**src/inc/rpm_pkg.sv**
```systemverilog
// Constants and types of the receive path overhead monitor
package rpm_pkg;

  // ****************************************************
  // Register offsets
  // ****************************************************
  localparam logic [7:0] A_BLOCK_SIZE = 8'h68;
  localparam logic [7:0] A_WINDOW = 8'h69;
  localparam logic [7:0] A_THRESH = 8'h6a;
  localparam logic [7:0] A_DECLARE = 8'h6b;
  localparam logic [7:0] A_CLEAR = 8'h6c;
  localparam logic [7:0] A_ACC_LABEL = 8'h6d;
  localparam logic [7:0] A_FEBE_LO = 8'hd2;
  localparam logic [7:0] A_FEBE_HI = 8'hd3;
  localparam logic [7:0] A_B3_LO = 8'hd4;
  localparam logic [7:0] A_B3_HI = 8'hd5;
  localparam logic [7:0] A_EXPECT = 8'he4;
  localparam logic [7:0] A_SR3 = 8'he8;
  localparam logic [7:0] A_SR6 = 8'hea;
  localparam logic [7:0] A_SR7 = 8'hf6;
  localparam logic [7:0] A_CR6 = 8'hfe;
  localparam logic [7:0] A_CONTROL_REG_SIXTEEN = 8'hff;

  // ****************************************************
  // Field positions
  // ****************************************************
  localparam int SR3_MF_LOSS = 0;
  localparam int SR3_UNEQ = 1;
  localparam int SR3_MISMATCH = 2;
  localparam int SR3_EBER = 4;
  localparam int SR6_PDI = 4;
  localparam int SR7_FEBE_OVF = 4;
  localparam int SR7_B3_OVF = 7;
  localparam int CR6_LOCAL_MF = 5;
  localparam int CONTROL_REG_SIXTEEN_WIDE = 7;

  // ****************************************************
  // Reset values
  // ****************************************************
  localparam logic [7:0] RST_BLOCK_SIZE = 8'h05;
  localparam logic [7:0] RST_WINDOW = 8'h40;
  localparam logic [7:0] RST_THRESH = 8'h42;
  localparam logic [7:0] RST_DECLARE = 8'h10;
  localparam logic [7:0] RST_CLEAR = 8'h1d;
  localparam logic [7:0] RST_EXPECT = 8'h00;
  localparam logic [7:0] RST_CR6 = 8'h00;
  localparam logic [7:0] RST_CONTROL_REG_SIXTEEN = 8'h01;

  // ****************************************************
  // Label values and counts
  // ****************************************************
  localparam logic [7:0] LABEL_UNEQ = 8'h00;
  localparam logic [7:0] LABEL_PDI_LO = 8'he1;
  localparam logic [7:0] LABEL_PDI_HI = 8'hfc;
  localparam logic [2:0] LABEL_REPEATS = 3'h4;
  localparam logic [3:0] FAR_END_MAX = 4'h8;
  localparam logic [15:0] CNT_MAX_NARROW = 16'h00ff;
  localparam logic [15:0] CNT_MAX_WIDE = 16'hffff;

  typedef enum logic [1:0] {MF_OFF, MF_SYNC, MF_LOSS} rpm_mf_e;

endpackage : rpm_pkg

```
**src/hw/rpm_monitor.sv**
```systemverilog
// Receive path overhead monitor: parity, label, multiframe, far-end
//
// Decided for this implementation: the address-and-strobe port.
`timescale 1ns/1ps

module rpm_monitor
  import rpm_pkg::*;
(
  input wire logic mclk,
  input wire logic rstn,
  input wire logic [7:0] reg_addr,
  input wire logic [7:0] reg_wdata,
  input wire logic reg_wr,
  input wire logic reg_rd,
  output logic [7:0] reg_rdata,
  input wire logic frame_start,
  input wire logic spe_valid,
  input wire logic [7:0] spe_data,
  input wire logic b3_valid,
  input wire logic [7:0] b3_data,
  input wire logic c2_valid,
  input wire logic [7:0] c2_data,
  input wire logic h4_valid,
  input wire logic [7:0] h4_data,
  input wire logic g1_valid,
  input wire logic [7:0] g1_data,
  input wire logic line_defect,
  input wire logic path_defect,
  output logic far_end_err_stb,
  output logic [3:0] far_end_err_count,
  output logic h4_out_valid,
  output logic [7:0] h4_out,
  output logic [1:0] mf_phase,
  output logic mf_v1_en,
  output logic excess_path_error_alarm,
  output logic label_mismatch_alarm,
  output logic unequipped_label_alarm,
  output logic payload_defect_label_alarm,
  output logic multiframe_loss_alarm
);

  // ****************************************************
  // Functions
  // ****************************************************
  function automatic logic [16:0] sat_add(input logic [15:0] cur,
                                          input logic [3:0] inc,
                                          input logic wide);
    logic [15:0] top;
    top = wide ? CNT_MAX_WIDE : CNT_MAX_NARROW;
    if ((17'(cur) + 17'(inc)) > 17'(top)) begin
      sat_add = {1'b1, top};
    end else begin
      sat_add = {1'b0, cur + 16'(inc)};
    end
  endfunction : sat_add

  function automatic logic [23:0] pow10(input logic [2:0] e);
    pow10 = 24'h000001;
    for (int i = 0; i < 7; i++) begin
      if (i < int'(e)) begin
        pow10 = 24'(pow10 * 24'h00000a);
      end
    end
  endfunction : pow10

  // ****************************************************
  // State
  // ****************************************************
  logic [7:0] block_size_reg, block_size_next;
  logic [7:0] window_reg, window_next;
  logic [7:0] thresh_reg, thresh_next;
  logic [7:0] declare_reg, declare_next;
  logic [7:0] clear_reg, clear_next;
  logic [7:0] expect_reg, expect_next;
  logic [7:0] cr6_reg, cr6_next;
  logic [7:0] control_reg_sixteen_reg, control_reg_sixteen_next;
  logic [7:0] rdata_reg, rdata_next;
  logic [15:0] b3_cnt_reg, b3_cnt_next;
  logic [15:0] febe_cnt_reg, febe_cnt_next;
  logic b3_ovf_reg, b3_ovf_next;
  logic febe_ovf_reg, febe_ovf_next;
  logic [7:0] bip_acc_reg, bip_acc_next;
  logic [7:0] bip_prev_reg, bip_prev_next;
  logic bip_ok_reg, bip_ok_next;
  logic stb_reg, stb_next;
  logic [3:0] errs_reg, errs_next;
  logic [27:0] frame_cnt_reg, frame_cnt_next;
  logic [7:0] blk_err_reg, blk_err_next;
  logic [7:0] blk_cnt_reg, blk_cnt_next;
  logic [7:0] bad_cnt_reg, bad_cnt_next;
  logic [7:0] good_cnt_reg, good_cnt_next;
  logic eber_reg, eber_next;
  logic [7:0] cand_reg, cand_next;
  logic [2:0] rep_reg, rep_next;
  logic [7:0] label_reg, label_next;
  logic label_ok_reg, label_ok_next;
  rpm_mf_e mf_state_reg, mf_state_next;
  logic [1:0] mf_cnt_reg, mf_cnt_next;
  logic [1:0] mf_cand_reg, mf_cand_next;
  logic h4v_reg, h4v_next;
  logic [7:0] h4_reg, h4_next;

  logic inhibit, wide, local_mf, wr_b3, wr_febe, rd_sr7;
  logic uneq, pdi, mism, bad, good;
  logic [3:0] diff_pop, febe_inc;
  logic [7:0] diff, blk_sum;
  logic [8:0] blk_wide;
  logic [16:0] b3_add, febe_add;
  logic [27:0] blk_len;

  // ****************************************************
  // Register file
  // ****************************************************
  always_comb begin
    block_size_next = block_size_reg;
    window_next = window_reg;
    thresh_next = thresh_reg;
    declare_next = declare_reg;
    clear_next = clear_reg;
    expect_next = expect_reg;
    cr6_next = cr6_reg;
    control_reg_sixteen_next = control_reg_sixteen_reg;
    rdata_next = 8'h00;
    if (reg_wr) begin
      case (reg_addr)
        A_BLOCK_SIZE: block_size_next = {4'h0, reg_wdata[3:0]};
        A_WINDOW: window_next = reg_wdata;
        A_THRESH: thresh_next = reg_wdata;
        A_DECLARE: declare_next = reg_wdata;
        A_CLEAR: clear_next = reg_wdata;
        A_EXPECT: expect_next = reg_wdata;
        A_CR6: cr6_next = reg_wdata;
        A_CONTROL_REG_SIXTEEN: control_reg_sixteen_next = reg_wdata;
        default: ;
      endcase
    end
    if (reg_rd) begin
      case (reg_addr)
        A_BLOCK_SIZE: rdata_next = block_size_reg;
        A_WINDOW: rdata_next = window_reg;
        A_THRESH: rdata_next = thresh_reg;
        A_DECLARE: rdata_next = declare_reg;
        A_CLEAR: rdata_next = clear_reg;
        A_ACC_LABEL: rdata_next = label_reg;
        A_EXPECT: rdata_next = expect_reg;
        A_CR6: rdata_next = cr6_reg;
        A_CONTROL_REG_SIXTEEN: rdata_next = control_reg_sixteen_reg;
        A_FEBE_LO: rdata_next = febe_cnt_reg[7:0];
        A_FEBE_HI: rdata_next = febe_cnt_reg[15:8];
        A_B3_LO: rdata_next = b3_cnt_reg[7:0];
        A_B3_HI: rdata_next = b3_cnt_reg[15:8];
        A_SR3: begin
          rdata_next[SR3_EBER] = excess_path_error_alarm;
          rdata_next[SR3_MISMATCH] = label_mismatch_alarm;
          rdata_next[SR3_UNEQ] = unequipped_label_alarm;
          rdata_next[SR3_MF_LOSS] = multiframe_loss_alarm;
        end
        A_SR6: rdata_next[SR6_PDI] = payload_defect_label_alarm;
        A_SR7: begin
          rdata_next[SR7_B3_OVF] = b3_ovf_reg;
          rdata_next[SR7_FEBE_OVF] = febe_ovf_reg;
        end
        default: rdata_next = 8'h00;
      endcase
    end
  end

  always_ff @(posedge mclk or negedge rstn) begin
    if (!rstn) begin
      block_size_reg <= RST_BLOCK_SIZE;
      window_reg <= RST_WINDOW;
      thresh_reg <= RST_THRESH;
      declare_reg <= RST_DECLARE;
      clear_reg <= RST_CLEAR;
      expect_reg <= RST_EXPECT;
      cr6_reg <= RST_CR6;
      control_reg_sixteen_reg <= RST_CONTROL_REG_SIXTEEN;
      rdata_reg <= 8'h00;
    end else begin
      block_size_reg <= block_size_next;
      window_reg <= window_next;
      thresh_reg <= thresh_next;
      declare_reg <= declare_next;
      clear_reg <= clear_next;
      expect_reg <= expect_next;
      cr6_reg <= cr6_next;
      control_reg_sixteen_reg <= control_reg_sixteen_next;
      rdata_reg <= rdata_next;
    end
  end

  // ****************************************************
  // Parity, counters and excess error monitor
  // ****************************************************
  // defect precedence
  assign inhibit = line_defect | path_defect;
  assign wide = control_reg_sixteen_reg[CONTROL_REG_SIXTEEN_WIDE];
  assign local_mf = cr6_reg[CR6_LOCAL_MF];
  assign wr_b3 = reg_wr & ((reg_addr == A_B3_LO) | (reg_addr == A_B3_HI));
  assign wr_febe = reg_wr &
                   ((reg_addr == A_FEBE_LO) | (reg_addr == A_FEBE_HI));
  assign rd_sr7 = reg_rd & (reg_addr == A_SR7);
  assign diff = b3_data ^ bip_prev_reg;
  assign diff_pop = 4'($countones(diff));
  // far-end field, invalid codes count zero
  assign febe_inc = (g1_data[7:4] > FAR_END_MAX) ? 4'h0 : g1_data[7:4];
  assign blk_len = 28'(block_size_reg[3:0]) * 28'(pow10(control_reg_sixteen_reg[2:0]));
  assign blk_wide = 9'(blk_err_reg) + 9'(errs_reg);
  assign blk_sum = blk_wide[8] ? 8'hff : blk_wide[7:0];
  assign bad = blk_sum >= {4'h0, thresh_reg[7:4]};
  assign good = blk_sum < {4'h0, thresh_reg[3:0]};
  assign b3_add = sat_add(wr_b3 ? 16'h0000 : b3_cnt_reg, errs_reg, wide);
  assign febe_add = sat_add(wr_febe ? 16'h0000 : febe_cnt_reg,
                            (g1_valid & ~inhibit) ? febe_inc : 4'h0, wide);

  always_comb begin
    bip_acc_next = bip_acc_reg;
    bip_prev_next = bip_prev_reg;
    bip_ok_next = bip_ok_reg;
    stb_next = 1'b0;
    errs_next = errs_reg;
    b3_cnt_next = wr_b3 ? 16'h0000 : b3_cnt_reg;
    b3_ovf_next = b3_ovf_reg & ~rd_sr7;
    febe_cnt_next = febe_add[15:0];
    // far-end overflow, set wins over read clear
    febe_ovf_next = (febe_ovf_reg & ~rd_sr7) | febe_add[16];
    frame_cnt_next = frame_cnt_reg;
    blk_err_next = blk_err_reg;
    blk_cnt_next = blk_cnt_reg;
    bad_cnt_next = bad_cnt_reg;
    good_cnt_next = good_cnt_reg;
    eber_next = eber_reg;
    if (frame_start) begin
      bip_prev_next = bip_acc_reg;
      bip_ok_next = 1'b1;
      bip_acc_next = spe_valid ? spe_data : 8'h00;
    end else if (spe_valid) begin
      bip_acc_next = bip_acc_reg ^ spe_data;
    end
    if (b3_valid & bip_ok_reg) begin
      stb_next = 1'b1;
      errs_next = inhibit ? 4'h0 : diff_pop;
    end
    if (stb_reg) begin
      b3_cnt_next = b3_add[15:0];
      b3_ovf_next = (b3_ovf_reg & ~rd_sr7) | b3_add[16];
      blk_err_next = blk_sum;
      frame_cnt_next = frame_cnt_reg + 28'h0000001;
      if ((frame_cnt_reg + 28'h0000001) >= blk_len) begin
        frame_cnt_next = 28'h0000000;
        blk_err_next = 8'h00;
        bad_cnt_next = bad_cnt_reg + {7'h00, bad};
        good_cnt_next = good_cnt_reg + {7'h00, good};
        if (bad & ((bad_cnt_reg + 8'h01) >= declare_reg)) begin
          eber_next = 1'b1;
        end
        if (good & ((good_cnt_reg + 8'h01) >= clear_reg)) begin
          eber_next = 1'b0;
        end
        blk_cnt_next = blk_cnt_reg + 8'h01;
        if ((blk_cnt_reg + 8'h01) >= window_reg) begin
          blk_cnt_next = 8'h00;
          bad_cnt_next = 8'h00;
          good_cnt_next = 8'h00;
        end
      end
    end
  end

  always_ff @(posedge mclk or negedge rstn) begin
    if (!rstn) begin
      bip_acc_reg <= 8'h00;
      bip_prev_reg <= 8'h00;
      bip_ok_reg <= 1'b0;
      stb_reg <= 1'b0;
      errs_reg <= 4'h0;
      b3_cnt_reg <= 16'h0000;
      b3_ovf_reg <= 1'b0;
      febe_cnt_reg <= 16'h0000;
      febe_ovf_reg <= 1'b0;
      frame_cnt_reg <= 28'h0000000;
      blk_err_reg <= 8'h00;
      blk_cnt_reg <= 8'h00;
      bad_cnt_reg <= 8'h00;
      good_cnt_reg <= 8'h00;
      eber_reg <= 1'b0;
    end else begin
      bip_acc_reg <= bip_acc_next;
      bip_prev_reg <= bip_prev_next;
      bip_ok_reg <= bip_ok_next;
      stb_reg <= stb_next;
      errs_reg <= errs_next;
      b3_cnt_reg <= b3_cnt_next;
      b3_ovf_reg <= b3_ovf_next;
      febe_cnt_reg <= febe_cnt_next;
      febe_ovf_reg <= febe_ovf_next;
      frame_cnt_reg <= frame_cnt_next;
      blk_err_reg <= blk_err_next;
      blk_cnt_reg <= blk_cnt_next;
      bad_cnt_reg <= bad_cnt_next;
      good_cnt_reg <= good_cnt_next;
      eber_reg <= eber_next;
    end
  end

  // ****************************************************
  // Signal label and multiframe
  // ****************************************************
  // all-zero label
  assign uneq = label_ok_reg & (label_reg == LABEL_UNEQ);
  assign pdi = label_ok_reg & (label_reg >= LABEL_PDI_LO) &
               (label_reg <= LABEL_PDI_HI);
  assign mism = label_ok_reg & ~uneq & (label_reg != expect_reg);

  always_comb begin
    cand_next = cand_reg;
    rep_next = rep_reg;
    label_next = label_reg;
    label_ok_next = label_ok_reg;
    mf_state_next = mf_state_reg;
    mf_cnt_next = mf_cnt_reg;
    mf_cand_next = mf_cand_reg;
    h4v_next = h4_valid;
    h4_next = h4_reg;
    if (c2_valid) begin
      if ((c2_data == cand_reg) & (rep_reg != 3'h0)) begin
        if (rep_reg < LABEL_REPEATS + 3'h1) begin
          rep_next = rep_reg + 3'h1;
        end
        if (rep_reg == LABEL_REPEATS) begin
          label_next = c2_data;
          label_ok_next = 1'b1;
        end
      end else begin
        cand_next = c2_data;
        rep_next = 3'h1;
      end
    end
    case (mf_state_reg)
      MF_OFF: begin
        mf_cnt_next = 2'h0;
        if (local_mf) begin
          mf_state_next = MF_SYNC;
        end
      end
      MF_SYNC: begin
        if (h4_valid) begin
          mf_cnt_next = mf_cnt_reg + 2'h1;
          if (h4_data[1:0] != mf_cnt_reg + 2'h1) begin
            mf_state_next = MF_LOSS;
            mf_cand_next = h4_data[1:0];
          end
        end
      end
      MF_LOSS: begin
        if (h4_valid) begin
          mf_cnt_next = mf_cnt_reg + 2'h1;
          mf_cand_next = h4_data[1:0];
          if ((h4_data[1:0] == mf_cnt_reg + 2'h1) |
              (h4_data[1:0] == mf_cand_reg + 2'h1)) begin
            mf_cnt_next = h4_data[1:0];
            mf_state_next = MF_SYNC;
          end
        end
      end
      default: mf_state_next = MF_OFF;
    endcase
    if (!local_mf) begin
      mf_state_next = MF_OFF;
    end
    if (h4_valid) begin
      h4_next = local_mf ? {h4_data[7:2], mf_cnt_next} : h4_data;
    end
  end

  always_ff @(posedge mclk or negedge rstn) begin
    if (!rstn) begin
      cand_reg <= 8'h00;
      rep_reg <= 3'h0;
      label_reg <= 8'h00;
      label_ok_reg <= 1'b0;
      mf_state_reg <= MF_OFF;
      mf_cnt_reg <= 2'h0;
      mf_cand_reg <= 2'h0;
      h4v_reg <= 1'b0;
      h4_reg <= 8'h00;
    end else begin
      cand_reg <= cand_next;
      rep_reg <= rep_next;
      label_reg <= label_next;
      label_ok_reg <= label_ok_next;
      mf_state_reg <= mf_state_next;
      mf_cnt_reg <= mf_cnt_next;
      mf_cand_reg <= mf_cand_next;
      h4v_reg <= h4v_next;
      h4_reg <= h4_next;
    end
  end

  // ****************************************************
  // Outputs
  // ****************************************************
  assign reg_rdata = rdata_reg;
  assign far_end_err_stb = stb_reg;
  assign far_end_err_count = errs_reg;
  assign h4_out_valid = h4v_reg;
  assign h4_out = h4_reg;
  assign mf_phase = mf_cnt_reg;
  // timing part only with local generation
  assign mf_v1_en = local_mf & (mf_state_reg != MF_OFF);
  assign excess_path_error_alarm = eber_reg & ~inhibit;
  assign label_mismatch_alarm = mism & ~inhibit;
  assign unequipped_label_alarm = uneq & ~inhibit;
  assign payload_defect_label_alarm = pdi & ~inhibit;
  assign multiframe_loss_alarm = (mf_state_reg == MF_LOSS) & local_mf &
                                 ~inhibit;

endmodule : rpm_monitor

```
**config.mk**
```make
export PLATFORM = sky130hd
export DESIGN_NAME = rpm_monitor
export DESIGN_NICKNAME = d
export VERILOG_FILES = /design/src/inc/rpm_pkg.sv /design/src/hw/rpm_monitor.sv
export SDC_FILE = /design/constraint.sdc
export NUM_CORES = 1
export LEC_CHECK = 0
export ABC_AREA = 1
export BUFFER_PORTS_ARGS = -buffer_cell sky130_fd_sc_hd__buf_4
export CORE_ASPECT_RATIO = 1.25
export CORE_MARGIN = 8
export CORE_UTILIZATION = 30
export DETAILED_ROUTE_END_ITERATION = 7
export MAX_ROUTING_LAYER = met4
export SYNTH_ARGS = -nofsm -noshare
export SYNTH_HDL_FRONTEND = slang
export SYNTH_SLANG_ARGS = --single-unit
export TNS_END_PERCENT = 100
```
**constraint.sdc**
```tcl
create_clock -name mclk -period 10.3 [get_ports mclk]
set_input_delay 1.03 -clock mclk [delete_from_list [all_inputs] [get_ports mclk]]
set_output_delay 1.03 -clock mclk [all_outputs]
set_load 0.1 [all_outputs]
```
==> results by group <==
Run status
  • Status: completed

Routing
  • Initial drt markers: approximately 1100
  • Detailed Route WL: 56500 um
  • Pre-Repair DR Iteration Count: 7
  • Drt drc: 0
  • Vias: 18400
  • Drt wl/cell: 14.8 um
  • Post-route ant nets: 0
  • Routed vias/inst: 4.80

Logic synthesis
  • Commonest register cell after synthesis: dfrtp_1
  • Netlist cell types: 59
  • Post-synth ARST share: 1.00
  • Post-synth top area share: 0.263
  • Synth Warn #: 0
  • Post-synthesis cell count: 2739
  • Sequential-to-total area share from yosys stat: 0.278
  • Number of synthesized flops with an enable pin: 0
  • Synth top area cells: dfrtp_1 (26%), ha_1 (14%), nand2_1 (13%), inv_1 (7.5%), fa_1 (5.4%)
  • Syn_area_per_cell: between 7 and 8 um^2
  • Synthesized flop and latch total: between 200 and 250
  • Largest area contributor in the netlist: dfrtp_1
  • Cell Area, Synth: 19900 um^2

Placed design
  • PortBufs: 93
  • Pre-CTS worst setup slack: -255 ps
  • DP HPWL: 44300 um
  • Final Wtd Congestion: 0.881
  • Placed cell count: 3769
  • DP Area: 22400 um^2

Finish
  • Area delta synth->final: 22.0%
  • Post-route cell area: approximately 24000 um^2
  • Cell Count, Final, Fillers Out: 3828
  • Final Util: 0.369
  • Antenna Cells: 0
  • Max FFs per register: 28
  • Layout fillers: 6841
  • Layout Nets: 3297
  • Share of cells above drive strength 1: 0.162

Power and ir drop
  • Power, Total: 3.03 mW
  • P per Cell Area: 125 nW/um^2
  • P_leak: 12.2 nW
  • Maximum vdd drop: 0.188 mV

Worst setup path
  • CP Max Fanout: 6
  • CP startpoint kind: flop
  • Most common cell on crit path: inv_1
  • WS Path Type: flop to flop
  • Critical Path RT: around 11000 ps
  • Slowest cell on the critical path: fa_1
  • Critical Path AT: around 10000 ps
  • Crit. End Element: flop
  • Crit-path max cell delay: 560 ps

Global routing
  • Vias in the first global route: 18100
  • Initial antenna violation count: 0
  • All-Layer GR Usage: 0.153
  • First-pass GRT wire length: 92400 um
  • Largest net degree at the start of global routing: 146
  • Grt ovf: 0

Clocking
  • CTS root buffer: clkbuf_16
  • Cts bufs inserted: 23
  • Clock Tree Buf Depth: 3
  • Cts hold-fix bufs: 0
  • Clock latency on the worst-skew pair: 550 ps
  • H-tree depth: 1
  • CTS tree: built
  • Clock tree sinks: 220
  • Reg clk slew, reported paths: 70 ps

Timing
  • Final WS setup: about 600 ps
  • Setup TNS Final: 0 ps
  • Ratio of final minimum period to clock period: 0.942
  • Slew headroom: 0.352
  • Worst hold slack: roughly 460 ps
  • Max-slew violation count: 0
  • Slew of the pin with the lowest slew margin: 970 ps
  • Clk_skew: 31.3 ps
  • Max Clk Rate: 0.103 GHz
  • Post-layout min period: ~9700 ps
  • Fin. Hold Viols: 0
  • Count of final setup violators: 0

Die
  • Core Region: between 60000 and 70000 um^2
  • Die Wd: 246 um
  • Die ar.: ~75000 um^2
  • Io pins: 98
  • Die Y: 304 um
  • Initial Util: 0.303
  • Rows: ~110

Hold path
  • Worst min path class: input pin to asynchronous set/reset pin

Job
  • Max-cap violations: 0
## cell type report
| cell class | instances | area (um^2) | area share |
|---|---|---|---|
| Clock buffer | 31 | 656 | 0.0271 |
| Clock inverter | 11 | 176 | 0.00729 |
| Inverter | 408 | 1540 | 0.0635 |
| Multi-Input combinational cell | 2059 | 13300 | 0.551 |
| Sequential cell | 220 | 5520 | 0.228 |
| Tap cell | 856 | 1070 | 0.0442 |
| Timing Repair Buffer | 243 | 1910 | 0.0789 |
## placed cells by master (no fill, tap or decap), drive strengths merged, types with 9 or more instances in the layout
cell type / synthesis / layout
o22ai: 22 / 22
buf: 15 / 242
nand3: 175 / 175
xnor2: 24 / 24
o21bai: 10 / 10
or2: 14 / 14
nand4: 43 / 43
nand2: 680 / 680
clkbuf: 43 / 32
a31oi: 11 / 11
o31ai: 9 / 9
dfstp: 11 / 11
dfrtp: 209 / 209
fa: 54 / 54
a221oi: 11 / 11
nor3: 57 / 57
ha: 220 / 220
inv: 405 / 406
nor2: 230 / 230
nor4: 11 / 11
xor2: 87 / 87
o21ai: 216 / 216
a21oi: 125 / 125
## cell families (layout without fill, tap and decap cells)
kind of cell	count (synthesis)	after routing	synth area share
multiplexers	1	1	0.000504
AO/OA/AOI/OAI	445	445	0.126
AND/OR/NAND/NOR	1221	1221	0.264
adder cells (fa/ha/maj)	274	274	0.193
XOR/XNOR	111	111	0.0490
flip-flops	220	220	0.278
buffers and inverters	466	693	0.0893
other	1	7	0.000189
## worst paths after layout
path	endpoint	from	slack (ps)	depth (start not counted)
setup reg to reg	blk_cnt_reg[0]	control_reg_sixteen_reg[2]	600	59
min in group mclk	bip_ok_reg	bip_ok_reg	460	1
max in group asynchronous	far_end_err_stb	rstn	8500	2
hold reg to reg	bip_ok_reg	bip_ok_reg	460	1
hold / removal	rep_reg[0]	rstn	460	1
setup / recovery	blk_cnt_reg[0]	control_reg_sixteen_reg[2]	600	59
## layer usage
| layer | share of wire | vias to the layer above | GRT usage |
|---|---|---|---|
| li1 | - | 9398 | - |
| met1 | 0.42 | 8646 | 0.177 |
| met2 | 0.53 | 267 | 0.282 |
| met3 | 0.026 | 78 | 0.0108 |
| met4 | 0.025 | 0 | 0.0411 |
| met5 | 0 | - | - |
## synth_stat cells (7+ instances only)
cell        n
nor2_1    224
a31oi_1    11
nor3_1     57
or2_2      12
nand4_1    42
xor2_1     87
buf_1       7
o21ai_0   216
a21oi_1   123
dfstp_2    11
o21bai_1    9
o31ai_1     9
a211oi_1    7
nand3_1   172
ha_1      220
nand2_1   666
fa_1       54
inv_2       9
clkbuf_1   42
dfrtp_1   209
xnor2_1    24
nor4_1     10
nand2_2     9
a221oi_1   11
inv_1     396
o22ai_1    22
## critical path, delay by kind of cell, from the launching register on
| kind | cells | cell delay, ps |
|---|---|---|
| multiplexers | 1 | 80 |
| AND/OR/NAND/NOR | 22 | 2310 |
| buffers and inverters | 14 | 1540 |
| adder cells (fa/ha/maj) | 12 | 3600 |
| XOR/XNOR | 1 | 210 |
| flip-flops | 1 | 410 |
| AO/OA/AOI/OAI | 9 | 1360 |
## power breakdown
part / internal [mW] / switching (mW) / total (mW)
combinational: 0.403 / 0.677 / 1.08
clock: 0.551 / 0.372 / 0.924
sequential: 0.948 / 0.0809 / 1.03
## what timing repair did
item,CTS,global route
setup buffers,0,15
resized for setup,13,160
pin swaps,1,69
endpoints found under the setup margin,49,61
cloned,0,2
Power figures use the tool's default switching activity.
